### src/rtl/query_rom_consts.svh
`ifndef QUERY_ROM_CONSTS_SVH
`define QUERY_ROM_CONSTS_SVH

// Byte offsets of the query entries on the register bus.
`define OFS_PAGE_EXP        8'h4c
`define OFS_BURST_COUNT     8'h4d
`define OFS_BURST_FIRST     8'h4e
`define OFS_BURST_SECOND    8'h4f
`define OFS_BURST_THIRD     8'h50
`define OFS_BURST_FOURTH    8'h51
`define OFS_PART_REGIONS    8'h52
`define OFS_IDENT_PART_LO   8'h53
`define OFS_IDENT_PART_HI   8'h54
`define OFS_OPS_WITHIN      8'h55
`define OFS_OPS_PROGRAM     8'h56
`define OFS_OPS_ERASE       8'h57
`define OFS_ERASE_REGIONS   8'h58

// Values returned by the page and burst entries.
`define VAL_PAGE_EXP        8'h03
`define VAL_BURST_COUNT     8'h04
`define VAL_BURST_FIRST     8'h01
`define VAL_BURST_SECOND    8'h02
`define VAL_BURST_THIRD     8'h03
`define VAL_BURST_FOURTH    8'h07

// Field layout of a burst entry and of the operation entries.
`define BURST_EXP_MSB       2
`define NIB_PROG_LSB        0
`define NIB_ERASE_LSB       4

// Avalon response codes.
`define RESP_OKAY           2'h0
`define RESP_DECODE_ERROR   2'h3

`endif

### src/rtl/query_rom_pkg.sv
package query_rom_pkg;

   // Answer phase of the bus slave.
   typedef enum logic [1:0] {
      ST_IDLE,
      ST_ANSWER
   } bus_state_t;

   // All state of the query block.
   typedef struct packed {
      bus_state_t  state;
      logic [31:0] rdata;
      logic        rvalid;
   } rom_state_t;

endpackage : query_rom_pkg

### src/rtl/query_rom.sv
`timescale 1ns/1ns
`include "query_rom_consts.svh"

module query_rom #(
   parameter logic [7:0]  PART_REGIONS    = 8'h02,
   parameter logic [15:0] IDENT_PARTS     = 16'h0001,
   parameter logic [3:0]  WITHIN_PROG     = 4'h1,
   parameter logic [3:0]  WITHIN_ERASE    = 4'h1,
   parameter logic [3:0]  DURING_PROG_P   = 4'h0,
   parameter logic [3:0]  DURING_PROG_E   = 4'h0,
   parameter logic [3:0]  DURING_ERASE_P  = 4'h0,
   parameter logic [3:0]  DURING_ERASE_E  = 4'h0,
   parameter logic [7:0]  ERASE_REGIONS   = 8'h02
) (
   input  wire logic        clk,
   input  wire logic        rstn,
   input  wire logic [7:0]  address,
   input  wire logic        read,
   input  wire logic        write,
   input  wire logic [31:0] writedata,
   input  wire logic [3:0]  byteenable,
   output logic [31:0]      readdata,
   output logic             waitrequest,
   output logic [1:0]       response
);

   // ==========================================================
   // Entry table
   // ==========================================================
   // Thirteen byte entries, from the page entry up to the erase region count.
   localparam int ENTRY_COUNT = 13;

   // Per-entry view of the table; index zero holds the lowest offset.
   logic [7:0]             entry_offset [ENTRY_COUNT];
   logic [7:0]             entry_raw    [ENTRY_COUNT];
   logic [7:0]             entry_clean  [ENTRY_COUNT];
   logic [7:0]             entry_data   [ENTRY_COUNT];
   logic [ENTRY_COUNT-1:0] entry_burst;
   logic [ENTRY_COUNT-1:0] entry_match;
   logic [7:0]             entry_byte;
   logic                   entry_hit;

   // Offsets are listed one by one, so a hole in the map needs no new arithmetic.
   assign entry_offset[0]  = `OFS_PAGE_EXP;
   assign entry_offset[1]  = `OFS_BURST_COUNT;
   assign entry_offset[2]  = `OFS_BURST_FIRST;
   assign entry_offset[3]  = `OFS_BURST_SECOND;
   assign entry_offset[4]  = `OFS_BURST_THIRD;
   assign entry_offset[5]  = `OFS_BURST_FOURTH;
   assign entry_offset[6]  = `OFS_PART_REGIONS;
   assign entry_offset[7]  = `OFS_IDENT_PART_LO;
   assign entry_offset[8]  = `OFS_IDENT_PART_HI;
   assign entry_offset[9]  = `OFS_OPS_WITHIN;
   assign entry_offset[10] = `OFS_OPS_PROGRAM;
   assign entry_offset[11] = `OFS_OPS_ERASE;
   assign entry_offset[12] = `OFS_ERASE_REGIONS;

   // ==========================================================
   // Fixed capability bytes
   // ==========================================================
   // Page and burst figures are fixed by the read path, so nothing can corrupt them.
   // page exponent
   assign entry_raw[0] = `VAL_PAGE_EXP;
   assign entry_raw[1] = `VAL_BURST_COUNT;
   assign entry_raw[2] = `VAL_BURST_FIRST;
   assign entry_raw[3] = `VAL_BURST_SECOND;
   assign entry_raw[4] = `VAL_BURST_THIRD;
   assign entry_raw[5] = `VAL_BURST_FOURTH;

   // ==========================================================
   // Partition figures
   // ==========================================================
   // One byte per partition entry, built from the module parameters.
   logic [7:0] part_regions_byte;
   logic [7:0] ident_lo_byte;
   logic [7:0] ident_hi_byte;
   logic [7:0] ops_within_byte;
   logic [7:0] ops_program_byte;
   logic [7:0] ops_erase_byte;
   logic [7:0] erase_regions_byte;

   assign part_regions_byte = PART_REGIONS;

   assign ident_lo_byte = IDENT_PARTS[7:0];
   assign ident_hi_byte = IDENT_PARTS[15:8];

   always_comb begin
      ops_within_byte                       = 8'h00;
      ops_within_byte[`NIB_PROG_LSB +: 4]  = WITHIN_PROG;
      ops_within_byte[`NIB_ERASE_LSB +: 4] = WITHIN_ERASE;
   end

   always_comb begin
      ops_program_byte                       = 8'h00;
      ops_program_byte[`NIB_PROG_LSB +: 4]  = DURING_PROG_P;
      ops_program_byte[`NIB_ERASE_LSB +: 4] = DURING_PROG_E;
   end

   always_comb begin
      ops_erase_byte                       = 8'h00;
      ops_erase_byte[`NIB_PROG_LSB +: 4]  = DURING_ERASE_P;
      ops_erase_byte[`NIB_ERASE_LSB +: 4] = DURING_ERASE_E;
   end

   assign erase_regions_byte = ERASE_REGIONS;

   // Partition bytes take their slots in the table.
   assign entry_raw[6]  = part_regions_byte;
   assign entry_raw[7]  = ident_lo_byte;
   assign entry_raw[8]  = ident_hi_byte;
   assign entry_raw[9]  = ops_within_byte;
   assign entry_raw[10] = ops_program_byte;
   assign entry_raw[11] = ops_erase_byte;
   assign entry_raw[12] = erase_regions_byte;

   // ==========================================================
   // Per-entry decode
   // ==========================================================
   generate
      for (genvar i = 0; i < ENTRY_COUNT; i++) begin : g_entry
         assign entry_burst[i] = (entry_offset[i] >= `OFS_BURST_FIRST) &&
                                 (entry_offset[i] <= `OFS_BURST_FOURTH);

         assign entry_clean[i] = entry_burst[i] ? {5'h00, entry_raw[i][`BURST_EXP_MSB:0]} :
                                                  entry_raw[i];

         // One comparator per entry; the offsets differ, so at most one fires.
         assign entry_match[i] = (address == entry_offset[i]);

         // A silent entry adds zero to the merge below.
         assign entry_data[i] = entry_match[i] ? entry_clean[i] : 8'h00;
      end
   endgenerate

   // ==========================================================
   // Entry merge
   // ==========================================================
   // An OR tree instead of a priority chain keeps the read path one level deep.
   always_comb begin
      entry_byte = 8'h00;
      for (int k = 0; k < ENTRY_COUNT; k++) begin
         entry_byte = entry_byte | entry_data[k];
      end
   end

   // Any comparator firing makes the address a mapped entry.
   assign entry_hit = |entry_match;

   // ==========================================================
   // Request decode
   // ==========================================================
   query_rom_pkg::rom_state_t state_reg;
   query_rom_pkg::rom_state_t state_next;
   logic                      answering;
   logic                      read_take;
   logic                      write_take;
   logic                      unmapped_take;
   logic [31:0]               answer_word;

   // A request is taken in IDLE; while ANSWER holds, the same request is not taken twice.
   assign answering     = (state_reg.state == query_rom_pkg::ST_ANSWER);
   assign read_take     = read && !answering;
   assign write_take    = write && !read && !answering;
   // Only a read of an address outside the table is refused.
   assign unmapped_take = read_take && !entry_hit;

   assign answer_word = (read_take && entry_hit) ? {24'h000000, entry_byte} : 32'h0;

   // ==========================================================
   // Answer state machine
   // ==========================================================
   // One wait cycle per access: the request is seen in IDLE, answered in ANSWER.
   always_comb begin
      state_next        = state_reg;
      state_next.rvalid = 1'b0;
      case (state_reg.state)
         query_rom_pkg::ST_IDLE: begin
            if (read_take || write_take) begin
               state_next.state  = query_rom_pkg::ST_ANSWER;
               state_next.rdata  = answer_word;
               state_next.rvalid = unmapped_take;
            end
         end
         query_rom_pkg::ST_ANSWER: begin
            state_next.state = query_rom_pkg::ST_IDLE;
         end
         default: begin
            state_next.state = query_rom_pkg::ST_IDLE;
         end
      endcase
   end

   // Single state register.
   always_ff @(posedge clk or negedge rstn) begin
      if (!rstn) begin
         state_reg <= '{state: query_rom_pkg::ST_IDLE, rdata: 32'h0, rvalid: 1'b0};
      end else begin
         state_reg <= state_next;
      end
   end

   // ==========================================================
   // Bus outputs
   // ==========================================================
   // Writes are ignored: the table is read only, so writedata and byteenable go unused.
   // Unmapped reads answer zero with a decode error.
   assign waitrequest = (read || write) && !answering;
   assign readdata    = state_reg.rdata;
   assign response    = state_reg.rvalid ? `RESP_DECODE_ERROR : `RESP_OKAY;

endmodule : query_rom

### config.mk
export PLATFORM = sky130hd
export DESIGN_NAME = query_rom
export DESIGN_NICKNAME = d
export VERILOG_FILES = /design/src/rtl/query_rom_pkg.sv /design/src/rtl/query_rom.sv
export VERILOG_INCLUDE_DIRS = /design/src /design/src/rtl
export SDC_FILE = /design/constraint.sdc
export NUM_CORES = 1
export LEC_CHECK = 0
export BUFFER_PORTS_ARGS = -buffer_cell sky130_fd_sc_hd__buf_2
export CORE_MARGIN = 10
export CORE_UTILIZATION = 33
export CTS_CLUSTER_DIAMETER = 50
export DETAILED_ROUTE_END_ITERATION = 7
export GPL_TIMING_DRIVEN = 0
export PLACE_DENSITY = 0.84
export SKIP_CTS_REPAIR_TIMING = 1
export SYNTH_ARGS = -nofsm -noshare
export SYNTH_HDL_FRONTEND = slang
export SYNTH_SLANG_ARGS = --single-unit
### constraint.sdc
create_clock -name clk -period 2.4 [get_ports clk]
set_input_delay 0.12 -clock clk [delete_from_list [all_inputs] [get_ports clk]]
set_output_delay 0.12 -clock clk [all_outputs]
set_load 0.03 [all_outputs]
## Word-level counts from Yosys, hierarchy flattened

Index checks and enable logic that the tools add are counted.

- Memories: 0
- Memory bits (writable): 0
- Bits in latches: 0
- Input bits: 48
- Register bits after elaboration: 11
- Memory bits (read-only): 0
- Output and inout port bits: 35

- Add/subtract/negate cells: 0
- Bitwise gates (word level): 9
- Shifts and indexed selects: 0
- Divide/modulo/power cells: 0
- Reduce and logical (&&, ||, !) cells: 14
- $mul: 0
- Order comparisons: 0
- Equal/unequal tests: 15
- Multiplexer cells: 15

Operators with widths:

| operator | count |
|---|---|
| $eq 8x7->1 const B | 13 |
| $mux 35 | 1 |
| $or 8x2->8 | 3 |
| $or 8x1->8 | 2 |
| $or 8x8->8 | 2 |
| $mux 2 | 7 |
| $reduce_or 13->1 | 1 |
| $mux 8 | 1 |
| $or 8x3->8 | 1 |
| $logic_and 1x1->1 | 6 |
| $mux 3 | 2 |
| $mux 5 | 1 |
| $logic_not 1->1 | 3 |
| $mux 1 | 3 |
| $or 2x3->3 | 1 |
| $eq 2x1->1 const B | 1 |
| $logic_not 2->1 | 1 |
| $logic_or 1x1->1 | 2 |
| $ne 2x2->1 const B | 1 |
| $reduce_and 2->1 | 1 |

## Logic depth before layout (Yosys ltp)

Gate-level depths: netlist of the first run.

- Depth in word-level cells: 14
- Gate-level depth with buffers: 5
- Mapped depth without buffers: 4

## Least setup slack after synthesis of the first run

Ideal clock, no wire load.

- Kind: reg2reg
- Start: register state_reg[33] (netlist name)
- End: register state_reg, in the netlist readdata[0]
- Path buffers: 0
- Period minus slack after synthesis: 1.095 ns
- Arrival time: 1.019 ns
- Cell stages (with the launch flop): 5
- Setup slack: 1.305 ns
- Cells stage by stage: dfrtp_1 > nand2b_1 > nor4b_4 > nand2_2 > o21ai_1

- Longest elaborated chain between the ends: 5

RTL lines:

| item | line | source |
|---|---|---|
| start, declared | query_rom.sv:152 | `query_rom_pkg::rom_state_t state_reg;` |
| start signal, assigned | query_rom.sv:196 | `state_reg <= '{state: query_rom_pkg::ST_IDLE, rdata: 32'h0, rvalid: 1'b0};` |
| start signal, assigned | query_rom.sv:198 | `state_reg <= state_next;` |
| $eq 2x1->1 | query_rom.sv:161 | `assign answering = (state_reg.state == query_rom_pkg::ST_ANSWER);` |
| $logic_not 1->1 | query_rom.sv:162, query_rom.sv:163 |  |
| $logic_and 1x1->1 (on tied branches) | query_rom.sv:162, query_rom.sv:163 |  |
| $logic_and 1x1->1 or $logic_or 1x1->1 (tied branches) | query_rom.sv:167, query_rom.sv:178 |  |
| $mux 8 or $reduce_and 2->1 (tied branches) | - |  |

Several ways; a longest one is shown, not always the timed one.
A chain may end at the register's enable or synchronous reset.

## Worst setup path after layout of the first run

- Start: register state_reg[33] (netlist name)
- End: output waitrequest

- Longest elaborated chain between the ends: 3

RTL lines:

| item | line | source |
|---|---|---|
| $eq 2x1->1 | query_rom.sv:161 |  |
| $logic_not 1->1 | query_rom.sv:207 | `assign waitrequest = (read \|\| write) && !answering;` |
| $logic_and 1x1->1 | query_rom.sv:207 |  |
| end, declared | query_rom.sv:23 | `output logic waitrequest,` |

No other way between the ends.

==> flow_metrics.py, run 1 <==
metrics = {
    "floorplanning": {
        "dieArea_mm2": 0.00403,
        "fp-row-count": 15,
        "pin_count": 83,
        "core_area_mm2": 0.00176,
        "start_util_pct": 35.4,
        "die_height_um": 63.5,
        "die_x_um": 63.5,
    },
    "sta": {
        "hold_viol": 0,
        "fin_crit_sh_pct": 59.2,
        "clock_skew_ns": 0.00183,
        "drv_slew": 0,
        "post-route-min-period_ns": 1.42,
        "grt_setup_unrepaired": "no",
        "tns_ns": 0,
        "fmax_mhz": 704,
        "setup_violations": 0,
    },
    "synth": {
        "yosys_warnings": 0,
        "yosys.area_share.simple_pct": 24.8,
        "yosys.cell_types.count": 23,
        "synthXorXnorAreaFrac_pct": 0,
        "synth_compound_area_share_pct": 6.21,
        "synth-main-ff-cell": "dfrtp_1",
        "ys_async_sr_fraction_pct": 100,
        "synthesis.area_um2": 624,
        "synth-seq-area-share_pct": 24.0,
        "synthTopCellsByCount": "34 x buf_4, 7 x nand2_1, 6 x dfrtp_1, 4 x nor2_1, 3 x nor2b_1",
        "synth_top_family_by_area": "buffers and inverters",
        "synth-edff-count": 0,
        "synth.top_cell.area_share_pct": 40.9,
        "synthMuxAreaShare_pct": 0,
        "synth_cells": 77,
        "synth.most_common_cell": "buf_4",
        "synth_area_per_cell_um2": 8.11,
        "synth_top_cell_by_area": "buf_4",
        "synth.area.top_cells": "buf_4 41%, dfrtp_1 24%, nand2_1 4.2%",
        "ys_ff_latch": 6,
        "synth_adder_area_share_pct": 1.60,
    },
    "flow_run": {
        "cap_violations": 0,
    },
    "power": {
        "p_per_area_mw_per_mm2": 408,
        "p_seq_share_pct": 29.9,
        "p_leak_nw": 0.543,
        "vdd_drop_max_uv": 165,
        "swShare_pct": 38.6,
        "power_frac_clock_pct": 25.0,
        "fin_total_pwr_mw": 0.359,
        "p_comb_share_pct": 45.1,
        "p_int_mw": 0.220,
        "power_switching_mw": 0.139,
    },
    "placement": {
        "gp_congestion": 0.734,
        "port-buffer-count": 18,
        "placed_cells": 147,
    },
    "route": {
        "drtIter0Drc": 12,
        "vias": 523,
        "drc": 0,
        "vias_per_cell": 3.46,
        "detail_route.first_pass.iterations": 3,
        "ant_nets": 0,
        "wl_per_cell_um": 9.73,
        "drt-total-wl_um": 1470,
    },
    "global_routing": {
        "grt-ovfl-total": 0,
        "grt_pass1_wl_um": 2270,
        "grt_usage_pct": 7.03,
        "antenna_found_initial": 0,
        "grt_pass1_vias": 513,
        "grt_max_degree": 8,
    },
    "critical_path": {
        "criticalPathCategory": "reg2out",
        "crit_slowest_cell": "dfrtp_1",
        "critPathMaxFanout": 6,
        "cp.arrival_ns": 1.30,
        "cp-end-kind": "output port",
        "crit_chain": "or2_2 -> clkbuf_1 -> inv_1 -> buf_2",
        "startpoint_type": "flop",
        "crit_buf_inv": 3,
        "cp_data_required_time_ns": 2.28,
        "max_stage_delay_ns": 0.36,
        "cpLargestDelayFamily": "buffers and inverters",
    },
    "final_layout": {
        "stdcell_count": 151,
        "area_growth_pct": 40.9,
        "nets": 176,
        "largest_register_ffs": 4,
        "drive_above_1_share_pct": 46.8,
        "antennaDiodeCount": 0,
    },
    "clocking": {
        "cts.sinks": 6,
        "clkTransAtPathRegs_ns": 0.04,
        "htreeDepth": 1,
        "cts_buffer_depth": 2,
        "tritoncts": "done",
        "insertion_delay_ns": 0.24,
        "cts_buffers": 3,
        "cts-root-buf": "clkbuf_4",
    },
    "worst_hold_path": {
        "hold_class": "in2reg",
    },
    "outcome": {
        "status": "finished clean",
    },
}
[per-stage QoR]
step	hold slack [ns]	util (%)	area (µm²)	setup WS, ns
after floorplan	-0.176	-	726	1.31
after global placement	-0.0570	48.0	847	1.24
after detailed placement	-0.0538	48.0	847	1.21
after CTS	-0.311	49.3	870	0.963
after global routing	0.0775	49.9	880	0.897
final	0.0818	49.9	880	0.980
[cells by family (layout without fill, tap and decap cells)]
group	Yosys count	after routing
and+or+nand+nor	25	25
DFF	6	6
adders and majority gates	1	1
buffers and inverters	37	59
other	1	28
AOI/OAI and AO/OA	7	7
[metal layers]
metal	share of wire (%)	wire length, µm	up-vias	global-route usage (%)
met3	12	174	2	3.89
met2	58	846	23	13.9
met4	0.61	9	0	3.28
li1	-	-	287	-
met5	0	0	-	0
met1	30	438	211	5.22
[worst reg2reg max path: stages (launching register included)]
cell	delay, ns
dfrtp_1	0.36
nand2b_1	0.20
nor4b_4	0.34
nand2_2	0.09
o21ai_1	0.13
[cells in the final DEF, fill, tap and decap left out, types with 2 or more instances in the layout]
cell      count
a21oi_1       2
buf_2        18
buf_4        34
clkbuf_4      3
conb_1       28
dfrtp_1       6
inv_1         2
nand2_1       7
nand2b_1      2
nand4_1       2
nor2_1        4
nor2b_1       3
o21ai_1       2
[layout make-up]
type,count,area [µm²]
buffer,35,259
clock buffer,3,22.5
fill,191,885
inverter,2,7.51
multi-input combinational,61,309
sequential,6,150
tap,25,31.3
timing repair buffer,19,100
[worst paths after layout]
| check | depth (start not counted) | startpoint | slack, ns | end |
|---|---|---|---|---|
| worst min-delay path | 2 | address[6] | 0.08 | state_reg[0] |
| worst max-delay path | 4 | state_reg[33] | 0.98 | waitrequest |
| min in group asynchronous | 2 | rstn | 0.23 | state_reg[0] |
| worst min register to register | 2 | readdata[4] | 0.46 | readdata[4] |
| worst max register to register | 4 | state_reg[33] | 1.20 | readdata[1] |
| max in group asynchronous | 2 | rstn | 2.03 | readdata[1] |
[power by group through the flow]
stage,combinational (mW),clock (mW),sequential [mW]
after CTS,0.158,0.0938,0.107
final,0.162,0.0895,0.107
after global routing,0.174,0.0958,0.107
after floorplan,0.132,0,0.108
after global placement,0.155,0,0.108
after detailed placement,0.157,0,0.108
Note: power is estimated with default switching activity, not from simulation.
==> run 2: changes to the inputs <==
- CORE_UTILIZATION: 33 -> 28
- PLACE_DENSITY: 0.84 -> 0.76
- clock period: 2.4 -> 1.3 ns (I/O delays scaled with it)
==> run 2 against run 1 <==
  * Worst hold slack worse by 0.054 ns
  * Routed wire length down 0.82%
  * Via count up 2.3%
  * Die area up 12%
  * Count of clock-buffer cells in the layout unchanged
  * Critical path type unchanged
  * Critical endpoint unchanged
  * Largest cell class unchanged
==> flow_metrics.py, run 2 (synthesized netlist as in run 1, its figures left out) <==
metrics = {
    "sta": {
        "setup_violations": 0,
        "fmax_mhz": 844,
        "drv_slew": 0,
        "clock_skew_ns": 0.00120,
        "grt_setup_unrepaired": "no",
        "post-route-min-period_ns": 1.18,
        "hold_viol": 0,
        "fin_crit_sh_pct": 91.1,
    },
    "clocking": {
        "cts-root-buf": "clkbuf_4",
        "tritoncts": "done",
        "htreeDepth": 1,
        "cts_buffers": 3,
        "clkTransAtPathRegs_ns": 0.04,
        "insertion_delay_ns": 0.25,
        "cts.sinks": 6,
        "cts_buffer_depth": 2,
    },
    "final_layout": {
        "stdcell_count": 153,
        "drive_above_1_share_pct": 47.2,
        "layout_commonest_cell": "buf_4",
        "area_growth_pct": 41.7,
        "antennaDiodeCount": 0,
        "largest_register_ffs": 4,
        "final_cell_mix": "34 x buf_4, 28 x conb_1, 17 x buf_2",
        "utilization_pct": 40.8,
        "nets": 175,
    },
    "floorplanning": {
        "die_height_um": 67.2,
        "die_x_um": 67.2,
        "pin_count": 83,
        "start_util_pct": 28.8,
        "core_area_mm2": 0.00217,
        "dieArea_mm2": 0.00452,
        "fp-row-count": 17,
    },
    "power": {
        "fin_total_pwr_mw": 0.669,
        "p_per_area_mw_per_mm2": 756,
        "p_comb_share_pct": 45.0,
        "vdd_drop_max_uv": 292,
        "p_seq_share_pct": 29.6,
        "swShare_pct": 38.8,
        "p_int_mw": 0.409,
        "p_leak_nw": 0.543,
        "power_switching_mw": 0.260,
        "power_frac_clock_pct": 25.4,
    },
    "placement": {
        "hpwl_um": 1340,
        "placed_cells": 150,
        "port-buffer-count": 18,
        "gp_congestion": 0.817,
    },
    "route": {
        "drc": 0,
        "ant_nets": 0,
        "drt-total-wl_um": 1460,
        "vias_per_cell": 3.50,
        "drtIter0Drc": 15,
        "vias": 535,
        "wl_per_cell_um": 9.52,
        "detail_route.first_pass.iterations": 3,
    },
    "global_routing": {
        "grt-ovfl-total": 0,
        "grtUsageMet3_pct": 3.31,
        "grt_max_degree": 8,
        "use_met2_pct": 10.4,
        "grt_usage_pct": 5.91,
        "grt_busiest_layer": "met2",
        "grt_pass1_wl_um": 2080,
        "grt_pass1_vias": 511,
        "grtUsageMet1_pct": 4.78,
        "antenna_found_initial": 0,
    },
    "critical_path": {
        "crit_slowest_cell": "dfrtp_1",
        "critPathMaxFanout": 6,
        "cpLargestDelayFamily": "flip-flops",
        "max_stage_delay_ns": 0.36,
        "cp_data_required_time_ns": 1.24,
        "cp.arrival_ns": 1.12,
        "cp-end-kind": "output port",
        "startpoint_type": "flop",
        "crit_buf_inv": 2,
        "crit_chain": "or2_4 -> inv_1 -> clkbuf_4",
        "criticalPathCategory": "reg2out",
    },
    "flow_run": {
        "cap_violations": 0,
    },
    "worst_hold_path": {
        "hold_class": "in2reg",
    },
    "outcome": {
        "status": "finished clean",
    },
}
-- run 2: final timing paths --
| check | from | end | slack, ns | cells after the start |
|---|---|---|---|---|
| max | state_reg[33] | waitrequest | 0.12 | 3 |
| min | address[6] | state_reg[0] | 0.03 | 2 |
| max reg2reg | state_reg[33] | readdata[1] | 0.12 | 4 |
| min reg2reg | readdata[2] | readdata[2] | 0.46 | 2 |
| max in group asynchronous | rstn | state_reg[0] | 0.99 | 2 |
| min in group asynchronous | rstn | readdata[0] | 0.17 | 2 |
-- run 2: layout make-up --
class,instances,area (µm²)
multi-input combinational,61,312
inverter,2,7.51
clock buffer,3,22.5
fill,222,1280
tap,28,35.0
buffer,34,255
timing repair buffer,19,103
sequential,6,150
-- run 2: per-stage QoR --
stage	setup TNS [ns]	area, µm²	worst slack, ns	hold slack [ns]
after global routing	0	885	0.0356	0.0438
after detailed placement	0	851	0.126	-0.108
after CTS	-0.0861	873	-0.0861	-0.372
after floorplan	0	726	0.205	-0.231
final	0	885	0.115	0.0279
after global placement	0	851	0.139	-0.110
-- run 2: power groups by stage --
stage,sequential (mW),clock [mW],combinational [mW]
after floorplan,0.200,0,0.244
after global placement,0.200,0,0.287
after detailed placement,0.200,0,0.290
after CTS,0.198,0.178,0.291
after global routing,0.198,0.186,0.324
final,0.198,0.170,0.301
-- run 2: worst reg2reg max path, delay by kind of cell (launching register included) --
kind | cells | cell delay (ns)
simple gates | 3 | 0.62
compound gates | 1 | 0.13
flops | 1 | 0.36
-- run 2: layer usage --
metal  routed length (µm)  vias to the layer above
li1                     -                      284
met1                  447                      219
met2                  760                       27
met3                  207                        5
met4                   41                        0
met5                    0                        -
==> run 3: changes to the inputs <==
- CELL_PAD_IN_SITES_DETAIL_PLACEMENT: unset -> 1
- CELL_PAD_IN_SITES_GLOBAL_PLACEMENT: unset -> 1
- CORE_UTILIZATION: 28 -> 17
- PLACE_DENSITY: 0.76 -> unset
- PLACE_DENSITY_LB_ADDON: unset -> 0.1
==> run 3 against run 2 <==
  * Utilization shrank 14 points
  * Die area is 44% higher
  * Power is 17% higher
==> flow_metrics.py, run 3 (synthesized netlist as in run 1, its figures left out) <==
metrics = {
    "global_routing": {
        "grtUsageMet3_pct": 4.45,
        "grt_max_degree": 8,
        "use_met2_pct": 8.84,
        "grt_pass1_wl_um": 2860,
        "grtUsageMet1_pct": 5.01,
        "grt_pass1_vias": 612,
        "grt_usage_pct": 5.61,
        "antenna_found_initial": 0,
        "grt_busiest_layer": "met2",
        "grt-ovfl-total": 0,
    },
    "critical_path": {
        "max_stage_delay_ns": 0.37,
        "crit_chain": "or2_4 -> inv_1 -> clkbuf_4",
        "cp-end-kind": "output port",
        "critPathMaxFanout": 6,
        "r2r-start": "state_reg[33]",
        "startpoint_type": "flop",
        "cp.depth": 3,
        "endpoint": "waitrequest",
        "r2r_cells": 4,
        "r2r_slack_ns": 0.14,
        "cp_data_required_time_ns": 1.24,
        "crit_slowest_cell": "dfrtp_1",
        "criticalPathCategory": "reg2out",
        "crit_buf_inv": 2,
        "startpoint": "state_reg[33]",
        "r2r_end": "readdata[1]",
        "cpLargestDelayFamily": "flip-flops",
        "cp.arrival_ns": 1.10,
    },
    "power": {
        "fin_total_pwr_mw": 0.781,
        "p_int_mw": 0.504,
        "p_comb_share_pct": 38.7,
        "swShare_pct": 35.5,
        "power_switching_mw": 0.278,
        "p_leak_nw": 0.550,
        "p_per_area_mw_per_mm2": 844,
        "power_frac_clock_pct": 35.9,
        "vdd_drop_max_uv": 200,
        "p_seq_share_pct": 25.4,
    },
    "clocking": {
        "htreeDepth": 1,
        "clkTransAtPathRegs_ns": 0.03,
        "cts_buffer_depth": 2,
        "cts_buffers": 3,
        "tritoncts": "done",
        "insertion_delay_ns": 0.23,
        "cts-root-buf": "clkbuf_8",
        "cts.sinks": 6,
    },
    "final_layout": {
        "nets": 175,
        "area_growth_pct": 48.3,
        "antennaDiodeCount": 0,
        "stdcell_count": 171,
        "final_cell_area_um2": 926,
        "fillCellCount": 446,
        "final_cell_mix": "34 x buf_4, 28 x conb_1, 17 x buf_2",
        "utilization_pct": 26.9,
        "drive_above_1_share_pct": 47.2,
        "layout_commonest_cell": "buf_4",
        "largest_register_ffs": 4,
    },
    "sta": {
        "setup_violations": 0,
        "clock_skew_ns": 0.00308,
        "fmax_mhz": 856,
        "tns_ns": 0,
        "hold_ws_ns": 0.0476,
        "grt_setup_unrepaired": "no",
        "fin_crit_sh_pct": 89.8,
        "worst_slack_ns": 0.132,
        "hold_viol": 0,
        "post-route-min-period_ns": 1.17,
        "drv_slew": 0,
    },
    "route": {
        "drtIter0Drc": 4,
        "wl_per_cell_um": 9.85,
        "drt-total-wl_um": 1690,
        "detail_route.first_pass.iterations": 4,
        "vias": 545,
        "drc": 0,
        "vias_per_cell": 3.19,
        "ant_nets": 0,
    },
    "placement": {
        "placed_cells": 168,
        "place_ws_ns": 0.0699,
        "port-buffer-count": 18,
        "hpwl_um": 1550,
        "gp_congestion": 0.673,
        "place_area_um2": 873,
    },
    "floorplanning": {
        "die_height_um": 80.6,
        "pin_count": 83,
        "fp-row-count": 21,
        "dieArea_mm2": 0.00650,
        "start_util_pct": 18.1,
        "core_area_mm2": 0.00344,
        "die_x_um": 80.6,
    },
    "worst_hold_path": {
        "hold_class": "in2reg",
        "worstHoldStart": "address[6]",
    },
    "outcome": {
        "status": "finished clean",
    },
    "flow_run": {
        "cap_violations": 0,
    },
}
-- run 3: cell counts in the layout (fill, tap and decap cells not counted) --
Identical to the previous run, type by type.
-- run 3: how the worst min path moves through the flow --
stage / slack [ns] / to / cells after the start
global route: 0.07 / state_reg[0] / 2
detailed placement: -0.10 / readdata[4] / 1
CTS: -0.35 / readdata[4] / 1
floorplan: -0.23 / readdata[0] / 0
global placement: -0.10 / state_reg[33] / 1
finish: 0.05 / state_reg[0] / 2
-- run 3: area by class of cell --
type	instances	area, µm²	area share (%)
Buffer	34	255	27.6
Clock buffer	3	41.3	4.46
Inverter	2	7.51	0.811
Multi-Input combinational cell	61	312	33.6
Sequential cell	6	150	16.2
Tap cell	46	57.6	6.22
Timing Repair Buffer	19	103	11.1
-- run 3: worst register-to-register path: stages, from the launching register on --
cell and delay [ns]:
dfrtp_1 0.37, nand2b_1 0.20, nor4b_4 0.30, nand2_2 0.09
o21ai_1 0.13
-- run 3: routing by layer --
layer	share of wire (%)	wire [µm]	vias to the layer above
met5	0	0	-
met4	2.2	37	0
met3	18	311	5
met2	45	755	30
met1	34	581	224
li1	-	-	286
-- run 3: power by group through the flow --
stage | combinational (mW) | clock (mW) | sequential, mW
global placement | 0.292 | 0 | 0.200
floorplan | 0.244 | 0 | 0.200
global route | 0.330 | 0.306 | 0.200
CTS | 0.294 | 0.293 | 0.199
finish | 0.302 | 0.281 | 0.199
detailed placement | 0.293 | 0 | 0.201
